$ cat src/verilog/rx_filter_pkg.sv
`default_nettype none
package rx_filter_pkg;
  localparam int ADDR_W = 4;
  localparam logic [3:0] RFC_OFFSET = 4'h2;
  localparam logic [3:0] CFG2_OFFSET = 4'h3;
  localparam int RFC_INDEX = 2;
  localparam int CFG2_INDEX = 3;
  localparam int B_ACCEPT_ERR = 15;
  localparam int B_SHORT = 14;
  localparam int B_ALLONES = 13;
  localparam int B_UNICAST = 12;
  localparam int B_GROUP = 11;
  localparam int B_LOOP_HI = 10;
  localparam int B_LOOP_LO = 9;
  localparam int B_GROUP_SEEN = 8;
  localparam int B_ALLONES_SEEN = 7;
  localparam int B_FINAL = 6;
  localparam int B_CARRIER = 5;
  localparam int B_COLLISION = 4;
  localparam int B_FCS = 3;
  localparam int B_MISALIGN = 2;
  localparam int B_LOOP_OK = 1;
  localparam int B_GOOD = 0;
  localparam int B_XCVR_LOOP_EN = 6;
  localparam logic [15:0] RFC_RESET = 16'h0000;
  localparam logic [15:0] RFC_SW_MASK = 16'hFE00;
  localparam logic [15:0] STATUS_CLEAR_MASK = 16'h01CF;
  localparam logic [15:0] CFG2_RESET = 16'h0000;
  localparam logic [15:0] MIN_FRAME_BYTES = 16'h0040;
  localparam logic [31:0] UNMAPPED_READ = 32'h00000000;
  typedef enum logic [1:0] {LOOP_NONE, LOOP_MAC, LOOP_CODEC, LOOP_XCVR} loop_mode_t;
endpackage : rx_filter_pkg
`default_nettype wire

$ cat src/verilog/receive_filter_status_control.sv
// Local design decision: register access over Avalon-MM.
`timescale 1ns/10ps
`default_nettype none
module receive_filter_status_control
  import rx_filter_pkg::*;
(
  // clock and reset
  input wire logic core_clk,
  input wire logic rst_n,
  // avalon slave
  input wire logic [rx_filter_pkg::ADDR_W-1:0] avs_address,
  input wire logic avs_read,
  input wire logic avs_write,
  input wire logic [31:0] avs_writedata,
  input wire logic [3:0] avs_byteenable,
  output logic [31:0] avs_readdata,
  output logic avs_waitrequest,
  // frame start and frame end report from receive path, same clock
  input wire logic frameDone,
  input wire logic frameStart,
  input wire logic tableMatch,
  input wire logic destGroup,
  input wire logic destAllOnes,
  input wire logic fcsBad,
  input wire logic alignBad,
  input wire logic collided,
  input wire logic [15:0] frameBytes,
  input wire logic [15:0] remainingWords,
  input wire logic [15:0] endThresholdWords,
  // carrier sense pin
  input wire logic carrierPin,
  // software reset command
  input wire logic softReset,
  // results
  output logic frameAccept,
  output logic descWrite,
  output logic [15:0] descStatusWord,
  output var rx_filter_pkg::loop_mode_t loopMode,
  output logic xcvrLoopEnable
);
  import rx_filter_pkg::*;

  logic [15:0] rfc;
  logic [15:0] cfg2;
  logic carrierMeta, carrierSync;
  logic readPending;
  logic [31:0] readData;

  // bus decode
  wire hitRfc = (avs_address == RFC_OFFSET);
  wire hitCfg2 = (avs_address == CFG2_OFFSET);
  wire wrLow = avs_write && avs_byteenable[0];
  wire wrHigh = avs_write && avs_byteenable[1];
  wire [15:0] beMask = {{8{avs_byteenable[1]}}, {8{avs_byteenable[0]}}};
  wire [15:0] swMask = beMask & RFC_SW_MASK;

  // frame classification
  wire isShort = (frameBytes < MIN_FRAME_BYTES);
  wire isUnicast = !destGroup;
  wire anyErr = fcsBad || collided;
  wire acceptCond = tableMatch
    || (rfc[B_SHORT] && isShort)
    || (rfc[B_ALLONES] && destAllOnes)
    || (rfc[B_UNICAST] && isUnicast)
    || (rfc[B_GROUP] && destGroup);
  wire errOk = rfc[B_ACCEPT_ERR] || !anyErr;
  wire accepted = frameDone && acceptCond && errOk;
  wire loopActive = (rfc[B_LOOP_HI:B_LOOP_LO] != 2'b00);
  wire goodFrame = !fcsBad && !alignBad && !isShort && !collided;

  // status image of the accepted frame
  wire [8:0] newStatus;
  assign newStatus[B_GROUP_SEEN] = destGroup;
  assign newStatus[B_ALLONES_SEEN] = destAllOnes;
  assign newStatus[B_FINAL] = (remainingWords <= endThresholdWords);
  assign newStatus[B_CARRIER] = carrierSync;
  assign newStatus[B_COLLISION] = collided;
  assign newStatus[B_FCS] = fcsBad && !alignBad;
  assign newStatus[B_MISALIGN] = fcsBad && alignBad;
  assign newStatus[B_LOOP_OK] = loopActive && goodFrame;
  assign newStatus[B_GOOD] = goodFrame;

  // carrier and collision survive frame start
  wire [15:0] clearedRfc = rfc & ~STATUS_CLEAR_MASK;
  wire [15:0] statusRfc = {rfc[15:9], newStatus | (rfc[8:0] & ~STATUS_CLEAR_MASK[8:0])};
  wire [15:0] swRfc = (rfc & ~swMask) | (avs_writedata[15:0] & swMask);
  wire rfcWr = avs_write && hitRfc && (wrLow || wrHigh) && !avs_waitrequest;
  wire [15:0] next_rfc = accepted ? statusRfc
    : frameStart ? clearedRfc
    : rfcWr ? swRfc
    : rfc;
  wire [15:0] cfgMask = beMask;
  wire cfgWr = avs_write && hitCfg2 && !avs_waitrequest;
  wire [15:0] next_cfg2 = cfgWr ? ((cfg2 & ~cfgMask) | (avs_writedata[15:0] & cfgMask)) : cfg2;
  wire [31:0] next_readData = hitRfc ? {16'h0000, rfc}
    : hitCfg2 ? {16'h0000, cfg2}
    : UNMAPPED_READ;

  assign avs_waitrequest = avs_read && !readPending;
  assign avs_readdata = readData;
  assign loopMode = loop_mode_t'(rfc[B_LOOP_HI:B_LOOP_LO]);
  assign xcvrLoopEnable = (loopMode == LOOP_XCVR) && cfg2[B_XCVR_LOOP_EN];

  // carrier synchroniser
  always_ff @(posedge core_clk or negedge rst_n)
  begin
    if (!rst_n)
    begin
      carrierMeta <= 1'b0;
      carrierSync <= 1'b0;
    end
    else
    begin
      carrierMeta <= carrierPin;
      carrierSync <= carrierMeta;
    end
  end

  // registers; softReset deliberately unused here
  always_ff @(posedge core_clk or negedge rst_n)
  begin
    if (!rst_n)
    begin
      rfc <= RFC_RESET;
      cfg2 <= CFG2_RESET;
    end
    else
    begin
      rfc <= next_rfc;
      cfg2 <= next_cfg2;
    end
  end

  // read takes one wait cycle
  always_ff @(posedge core_clk or negedge rst_n)
  begin
    if (!rst_n)
    begin
      readPending <= 1'b0;
      readData <= 32'h00000000;
    end
    else
    begin
      readPending <= avs_read && !readPending;
      if (avs_read && !readPending)
        readData <= next_readData;
    end
  end

  // descriptor status output
  always_ff @(posedge core_clk or negedge rst_n)
  begin
    if (!rst_n)
    begin
      frameAccept <= 1'b0;
      descWrite <= 1'b0;
      descStatusWord <= 16'h0000;
    end
    else
    begin
      frameAccept <= accepted;
      descWrite <= accepted;
      if (accepted)
        descStatusWord <= statusRfc;
    end
  end

  property p_soft_reset;
    @(posedge core_clk) disable iff (!rst_n)
    softReset && !frameStart && !frameDone && !rfcWr |=> rfc == $past(rfc);
  endproperty
  a_soft_reset: assert property (p_soft_reset) else $error("software reset changed register");

  property p_desc_copy;
    @(posedge core_clk) disable iff (!rst_n)
    accepted |=> descWrite && descStatusWord == rfc;
  endproperty
  a_desc_copy: assert property (p_desc_copy) else $error("status word differs from register");

  property p_reject_err;
    @(posedge core_clk) disable iff (!rst_n)
    frameDone && anyErr && !rfc[B_ACCEPT_ERR] |=> !descWrite;
  endproperty
  a_reject_err: assert property (p_reject_err) else $error("errored frame accepted");

  property p_clear_next;
    @(posedge core_clk) disable iff (!rst_n)
    frameStart && !frameDone |=> (rfc & STATUS_CLEAR_MASK) == 16'h0000;
  endproperty
  a_clear_next: assert property (p_clear_next) else $error("status not cleared");

  property p_misalign;
    @(posedge core_clk) disable iff (!rst_n)
    accepted && alignBad && fcsBad |=> rfc[B_MISALIGN] && !rfc[B_FCS];
  endproperty
  a_misalign: assert property (p_misalign) else $error("alignment bit wrong");

  property p_misalign_alone;
    @(posedge core_clk) disable iff (!rst_n)
    accepted && !fcsBad |=> !rfc[B_MISALIGN];
  endproperty
  a_misalign_alone: assert property (p_misalign_alone) else $error("misalign set without fcs");

  property p_group_accept;
    @(posedge core_clk) disable iff (!rst_n)
    frameDone && rfc[B_GROUP] && destGroup && errOk |=> frameAccept && rfc[B_GROUP_SEEN];
  endproperty
  a_group_accept: assert property (p_group_accept) else $error("group frame dropped");

  property p_no_filter;
    @(posedge core_clk) disable iff (!rst_n)
    frameDone && rfc[15:11] == 5'b00000 && !tableMatch |=> !frameAccept;
  endproperty
  a_no_filter: assert property (p_no_filter) else $error("unmatched frame accepted");

  property p_good;
    @(posedge core_clk) disable iff (!rst_n)
    accepted |=> rfc[B_GOOD] == $past(goodFrame);
  endproperty
  a_good: assert property (p_good) else $error("good frame bit wrong");

  property p_read_wait;
    @(posedge core_clk) disable iff (!rst_n)
    avs_read && !readPending |-> avs_waitrequest ##1 !avs_waitrequest;
  endproperty
  a_read_wait: assert property (p_read_wait) else $error("read answer timing");

  property p_table_accept;
    @(posedge core_clk) disable iff (!rst_n)
    frameDone && tableMatch && errOk |=> frameAccept;
  endproperty
  a_table_accept: assert property (p_table_accept) else $error("table match frame dropped");

  property p_err_accept;
    @(posedge core_clk) disable iff (!rst_n)
    frameDone && rfc[B_ACCEPT_ERR] && tableMatch |=> frameAccept;
  endproperty
  a_err_accept: assert property (p_err_accept) else $error("errored frame not accepted");

  property p_short_accept;
    @(posedge core_clk) disable iff (!rst_n)
    frameDone && rfc[B_SHORT] && isShort && errOk |=> frameAccept;
  endproperty
  a_short_accept: assert property (p_short_accept) else $error("short frame dropped");

  property p_allones_accept;
    @(posedge core_clk) disable iff (!rst_n)
    frameDone && rfc[B_ALLONES] && destAllOnes && errOk |=> frameAccept;
  endproperty
  a_allones_accept: assert property (p_allones_accept) else $error("all-ones frame dropped");

  property p_unicast_accept;
    @(posedge core_clk) disable iff (!rst_n)
    frameDone && rfc[B_UNICAST] && !destGroup && errOk |=> frameAccept;
  endproperty
  a_unicast_accept: assert property (p_unicast_accept) else $error("individual frame dropped");

  property p_group_seen;
    @(posedge core_clk) disable iff (!rst_n)
    accepted |=> rfc[B_GROUP_SEEN] == $past(destGroup);
  endproperty
  a_group_seen: assert property (p_group_seen) else $error("group seen bit wrong");

  property p_allones_seen;
    @(posedge core_clk) disable iff (!rst_n)
    accepted |=> rfc[B_ALLONES_SEEN] == $past(destAllOnes);
  endproperty
  a_allones_seen: assert property (p_allones_seen) else $error("all-ones seen bit wrong");

  property p_final;
    @(posedge core_clk) disable iff (!rst_n)
    accepted |=> rfc[B_FINAL] == ($past(remainingWords) <= $past(endThresholdWords));
  endproperty
  a_final: assert property (p_final) else $error("final frame bit wrong");

  property p_carrier;
    @(posedge core_clk) disable iff (!rst_n)
    accepted && carrierSync |=> rfc[B_CARRIER];
  endproperty
  a_carrier: assert property (p_carrier) else $error("carrier bit missing");

  property p_collision;
    @(posedge core_clk) disable iff (!rst_n)
    accepted && collided |=> rfc[B_COLLISION];
  endproperty
  a_collision: assert property (p_collision) else $error("collision bit missing");

  property p_fcs;
    @(posedge core_clk) disable iff (!rst_n)
    accepted && fcsBad && !alignBad |=> rfc[B_FCS] && !rfc[B_MISALIGN];
  endproperty
  a_fcs: assert property (p_fcs) else $error("fcs bit wrong");

  property p_loop_ok;
    @(posedge core_clk) disable iff (!rst_n)
    accepted |=> rfc[B_LOOP_OK] == (loopMode != LOOP_NONE && $past(goodFrame));
  endproperty
  a_loop_ok: assert property (p_loop_ok) else $error("loopback ok bit wrong");

  property p_upper_kept;
    @(posedge core_clk) disable iff (!rst_n)
    accepted |=> rfc[B_ACCEPT_ERR:B_LOOP_LO] == $past(rfc[B_ACCEPT_ERR:B_LOOP_LO]);
  endproperty
  a_upper_kept: assert property (p_upper_kept) else $error("control bits changed by frame");

  property p_sticky_keep;
    @(posedge core_clk) disable iff (!rst_n)
    frameStart && !frameDone |=> rfc[B_CARRIER:B_COLLISION] == $past(rfc[B_CARRIER:B_COLLISION]);
  endproperty
  a_sticky_keep: assert property (p_sticky_keep) else $error("carrier or collision cleared");

  property p_sw_readonly;
    @(posedge core_clk) disable iff (!rst_n)
    rfcWr && !frameStart && !frameDone |=> rfc[B_GROUP_SEEN:B_GOOD] == $past(rfc[B_GROUP_SEEN:B_GOOD]);
  endproperty
  a_sw_readonly: assert property (p_sw_readonly) else $error("status bits written by software");

  property p_sw_write;
    @(posedge core_clk) disable iff (!rst_n)
    rfcWr && wrHigh && !frameStart && !frameDone
      |=> rfc[B_ACCEPT_ERR:B_LOOP_LO] == $past(avs_writedata[B_ACCEPT_ERR:B_LOOP_LO]);
  endproperty
  a_sw_write: assert property (p_sw_write) else $error("filter enables not written");

  property p_reject_status;
    @(posedge core_clk) disable iff (!rst_n)
    frameDone && !accepted && !frameStart |=> rfc[B_GROUP_SEEN:B_GOOD] == $past(rfc[B_GROUP_SEEN:B_GOOD]);
  endproperty
  a_reject_status: assert property (p_reject_status) else $error("rejected frame changed status");

  property p_xcvr_gate;
    @(posedge core_clk) disable iff (!rst_n)
    loopMode == LOOP_XCVR && !cfg2[B_XCVR_LOOP_EN] |-> !xcvrLoopEnable;
  endproperty
  a_xcvr_gate: assert property (p_xcvr_gate) else $error("transceiver loop without enable");

  property p_write_nowait;
    @(posedge core_clk) disable iff (!rst_n)
    avs_write |-> !avs_waitrequest;
  endproperty
  a_write_nowait: assert property (p_write_nowait) else $error("write stalled");

  property p_accept_pair;
    @(posedge core_clk) disable iff (!rst_n)
    descWrite |-> frameAccept;
  endproperty
  a_accept_pair: assert property (p_accept_pair) else $error("descriptor write without accept");

  property p_unmapped;
    @(posedge core_clk) disable iff (!rst_n)
    avs_read && !readPending && !hitRfc && !hitCfg2 |=> avs_readdata == UNMAPPED_READ;
  endproperty
  a_unmapped: assert property (p_unmapped) else $error("unmapped read not zero");
endmodule : receive_filter_status_control
`default_nettype wire

$ cat config.mk
export PLATFORM = sky130hd
export DESIGN_NAME = receive_filter_status_control
export DESIGN_NICKNAME = d
export VERILOG_FILES = /design/src/verilog/rx_filter_pkg.sv /design/src/verilog/receive_filter_status_control.sv
export SDC_FILE = /design/constraint.sdc
export NUM_CORES = 1
export LEC_CHECK = 0
export ABC_AREA = 1
export BUFFER_PORTS_ARGS = -buffer_cell sky130_fd_sc_hd__buf_2
export CAP_MARGIN = 30
export CORE_MARGIN = 3
export CORE_UTILIZATION = 51
export DETAILED_ROUTE_END_ITERATION = 6
export PLACE_DENSITY = 0.88
export SYNTH_ARGS = -nofsm -noshare
export SYNTH_HDL_FRONTEND = slang
export SYNTH_SLANG_ARGS = --single-unit
$ cat constraint.sdc
create_clock -name core_clk -period 3.2 [get_ports core_clk]
set_clock_uncertainty 0.15 [all_clocks]
set_input_delay 0.96 -clock core_clk [delete_from_list [all_inputs] [get_ports core_clk]]
set_output_delay 0.96 -clock core_clk [all_outputs]
set_load 0.01 [all_outputs]
==> metrics.md <==
| Metric | Value |
|---|---|
| Sequence of cells on the critical path | `buf_2 -> inv_1 -> nor2_4 -> buf_2` |
| Cells after synthesis | `406` |
| Setup slack after layout | `0.780 ns` |
| Total wire length | `8.45 mm` |
| Static leakage | `0.00240 µW` |
| Violation count after the first detailed-route iteration | `148` |
| Power Total | `2080 µW` |
| Worst slew slack as a fraction of its limit | `44.6%` |
| Share of Yosys cell area claimed by the top area cell type | `49.3%` |
| # diodes | `0` |
| Share of post-route cells with drive strength above 1 | `28.1%` |
| Routed WL per cell | `14.1 µm` |
| Critical path fanouts, max | `2` |
| Peak supply drop | `210 µV` |
| Netlist area before placement | `3450 µm²` |
| Worst Setup Start Kind | `input port` |
| Most area-hungry cell type in the Yosys netlist | `sky130_fd_sc_hd__dfrtp_1` |
| DP HPWL | `6.27 mm` |
| Top achievable clock speed | `0.413 GHz` |
| CTS-repair resized insts | `0` |
| Non-Filler Instances | `600` |
| Post-CTS clock slew at the launch and capture registers of the worst setup and hold paths | `0.07 ns` |
| Root buffer selected by CTS | `sky130_fd_sc_hd__clkbuf_8` |
| Clock insertion delay at the later pin of the skew report | `0.34 ns` |
| H-tree depth | `3` |
| Setup repair after global routing missed its margin | `no` |
| Die area | `7790 µm²` |
| Tightest Pin Transition | `0.831 ns` |
| Launch point of the worst path | `avs_read` |
| Required time at the worst-slack endpoint | `2.09 ns` |
| Peak per-stage delay on the critical path | `0.13 ns` |
| Remaining design rule violation count | `0` |
| Hold buffer count at cts | `0` |
| Pre-Repair DR Iteration Count | `4` |
| Total clock sinks | `68` |
| Final setup violation count | `0` |
| Worst setup path class | `in2out` |
| CP dominant cell by count | `sky130_fd_sc_hd__buf_2` |
| Clock buffers created by TritonCTS | `9` |
| Effective utilization at floorplan | `53.5%` |
| Critical path arrival | `1.31 ns` |
| Quantity of I/O buffers inserted on ports | `114` |
| Commonest non-fill, non-tap cell in the layout | `sky130_fd_sc_hd__nand2_1` |
| Core box area | `6460 µm²` |
| Drt via density | `5.07` |
| Final cycle utilization of the critical path | `75.6%` |
| Max stage delay cell, worst path | `sky130_fd_sc_hd__buf_2` |
| Sequential share of the synthesized area | `49.3%` |
| Cells after DPL | `586` |
| Count of cells along the worst register-to-register path | `8` |
| Distinct cell type count after synthesis | `30` |
| Global-route wire length before repair | `13.2 mm` |
| Most used cells in the layout excluding fill and tap cells | `sky130_fd_sc_hd__nand2_1, sky130_fd_sc_hd__buf_2, sky130_fd_sc_hd__dfrtp_1` |
| Antenna-violating nets left | `0` |
| Critical Path End Type | `output pin` |
| Pin count of the biggest net entering global routing | `69` |
| Overall overflow remaining after global route | `0` |
| Maximum buffer depth of the clock tree | `2` |
| Mean instance size in the synthesized netlist | `8.51 µm²` |
| FF-to-FF Start | `readPending` |
| Post-layout min period | `2.42 ns` |
| CTS tree | `done` |
| Placement-stage worst setup slack | `0.524 ns` |
| Total of flip-flops plus latches after synthesis | `68` |
| Class of the tightest hold or removal check | `reg2reg` |
| Net count, final | `638` |
| Number of primary I/O pins | `156` |
| Run status | `finished clean` |
| Number of global-route vias before repair | `2956` |
| YS warnings | `0` |
| Cell area power density | `499 nW/µm²` |
| Main area contributors after synthesis | `sky130_fd_sc_hd__dfrtp_1, sky130_fd_sc_hd__nand2_1, sky130_fd_sc_hd__inv_1, sky130_fd_sc_hd__ha_1, sky130_fd_sc_hd__buf_4` |
| Hold violation count in the final report | `0` |
| Count of final max-slew check failures | `0` |
| RePlAce Congestion | `0.904` |
| Setup bufs post-CTS | `0` |
| Number of antenna violations at the first check in global routing | `0` |
| Final setup TNS | `0 ns` |
| GR Util All Layers | `22.3%` |
| Vias post-DR | `3043` |
| Worst hold path stage count | `0` |
| Total of max-cap violations | `0` |
| DIE HEIGHT | `88.3 µm` |
| Min-Delay Startpoint | `carrierMeta` |
| Horizontal die dimension | `88.3 µm` |
| Layout-stage area growth over the synthesis result | `20.8%` |
| Rows | `29` |
power breakdown:
part           internal (µW)  total (µW)  switching (µW)
Sequential               963        1010            45.9
Combinational            147         384             237
Clock                    393         691             298
Total                   1500        2080             580
final timing paths:
kind,end,slack [ns]
min in group asynchronous,avs_readdata[10],0.66
worst max-delay path,avs_waitrequest,0.78
max in group asynchronous,rfc[4],1.71
worst max register to register,register,1.26
worst min-delay path,carrierSync,0.21
worst min register to register,carrierSync,0.21
per-stage QoR:
| step | area, µm² | util [%] | hold WS [ns] |
|---|---|---|---|
| 2_1_floorplan | 3510 | - | 0.181 |
| 3_3_place_gp | 3980 | 61.7 | 0.183 |
| 5_1_grt | 4170 | 64.6 | 0.224 |
| 6_report | 4170 | 64.6 | 0.215 |
| 4_1_cts | 4170 | 64.6 | 0.219 |
| 3_5_place_dp | 3980 | 61.7 | 0.200 |
cell usage after synthesis, drive strengths merged:
cell type  number
a21boi          1
a21o            1
a21oi           7
buf            27
clkbuf          1
clkinv          1
conb            1
dfrtp          68
ha             16
inv            56
nand2         133
nand3          11
nand3b          1
nand4           8
nor2           19
nor3            3
o21a            1
o21ai          35
o22ai          16
area by class of cell:
class	count	area [µm²]
fillers	552	2290
flip-flops and latches	68	1700
clock inverters	2	35.0
inverters	57	214
repair buffers	116	586
multi-input cells	268	1390
clock buffers	12	155
well taps	77	96.3
worst max-delay path, delay by kind of cell:
kind	cells	cell delay [ns]
and+or+nand+nor	1	0.04
buffers and inverters	3	0.31
per-layer routing:
metal / share of wire [%] / global-route usage (%) / routed length (µm)
met2: 50 / 36.6 / 4200
met5: 0 / 0 / 0
met1: 40 / 27.9 / 3390
met3: 6.9 / 5.12 / 580
met4: 3.4 / 10.7 / 284
cell families after synthesis:
logic type | synth area share [%]
buffers and inverters | 12.2
AOI/OAI and AO/OA | 9.96
and+or+nand+nor | 22.6
DFF | 49.3
other | 0.109
adders and majority gates | 5.80
No activity file was read; power rests on OpenSTA's default activity.
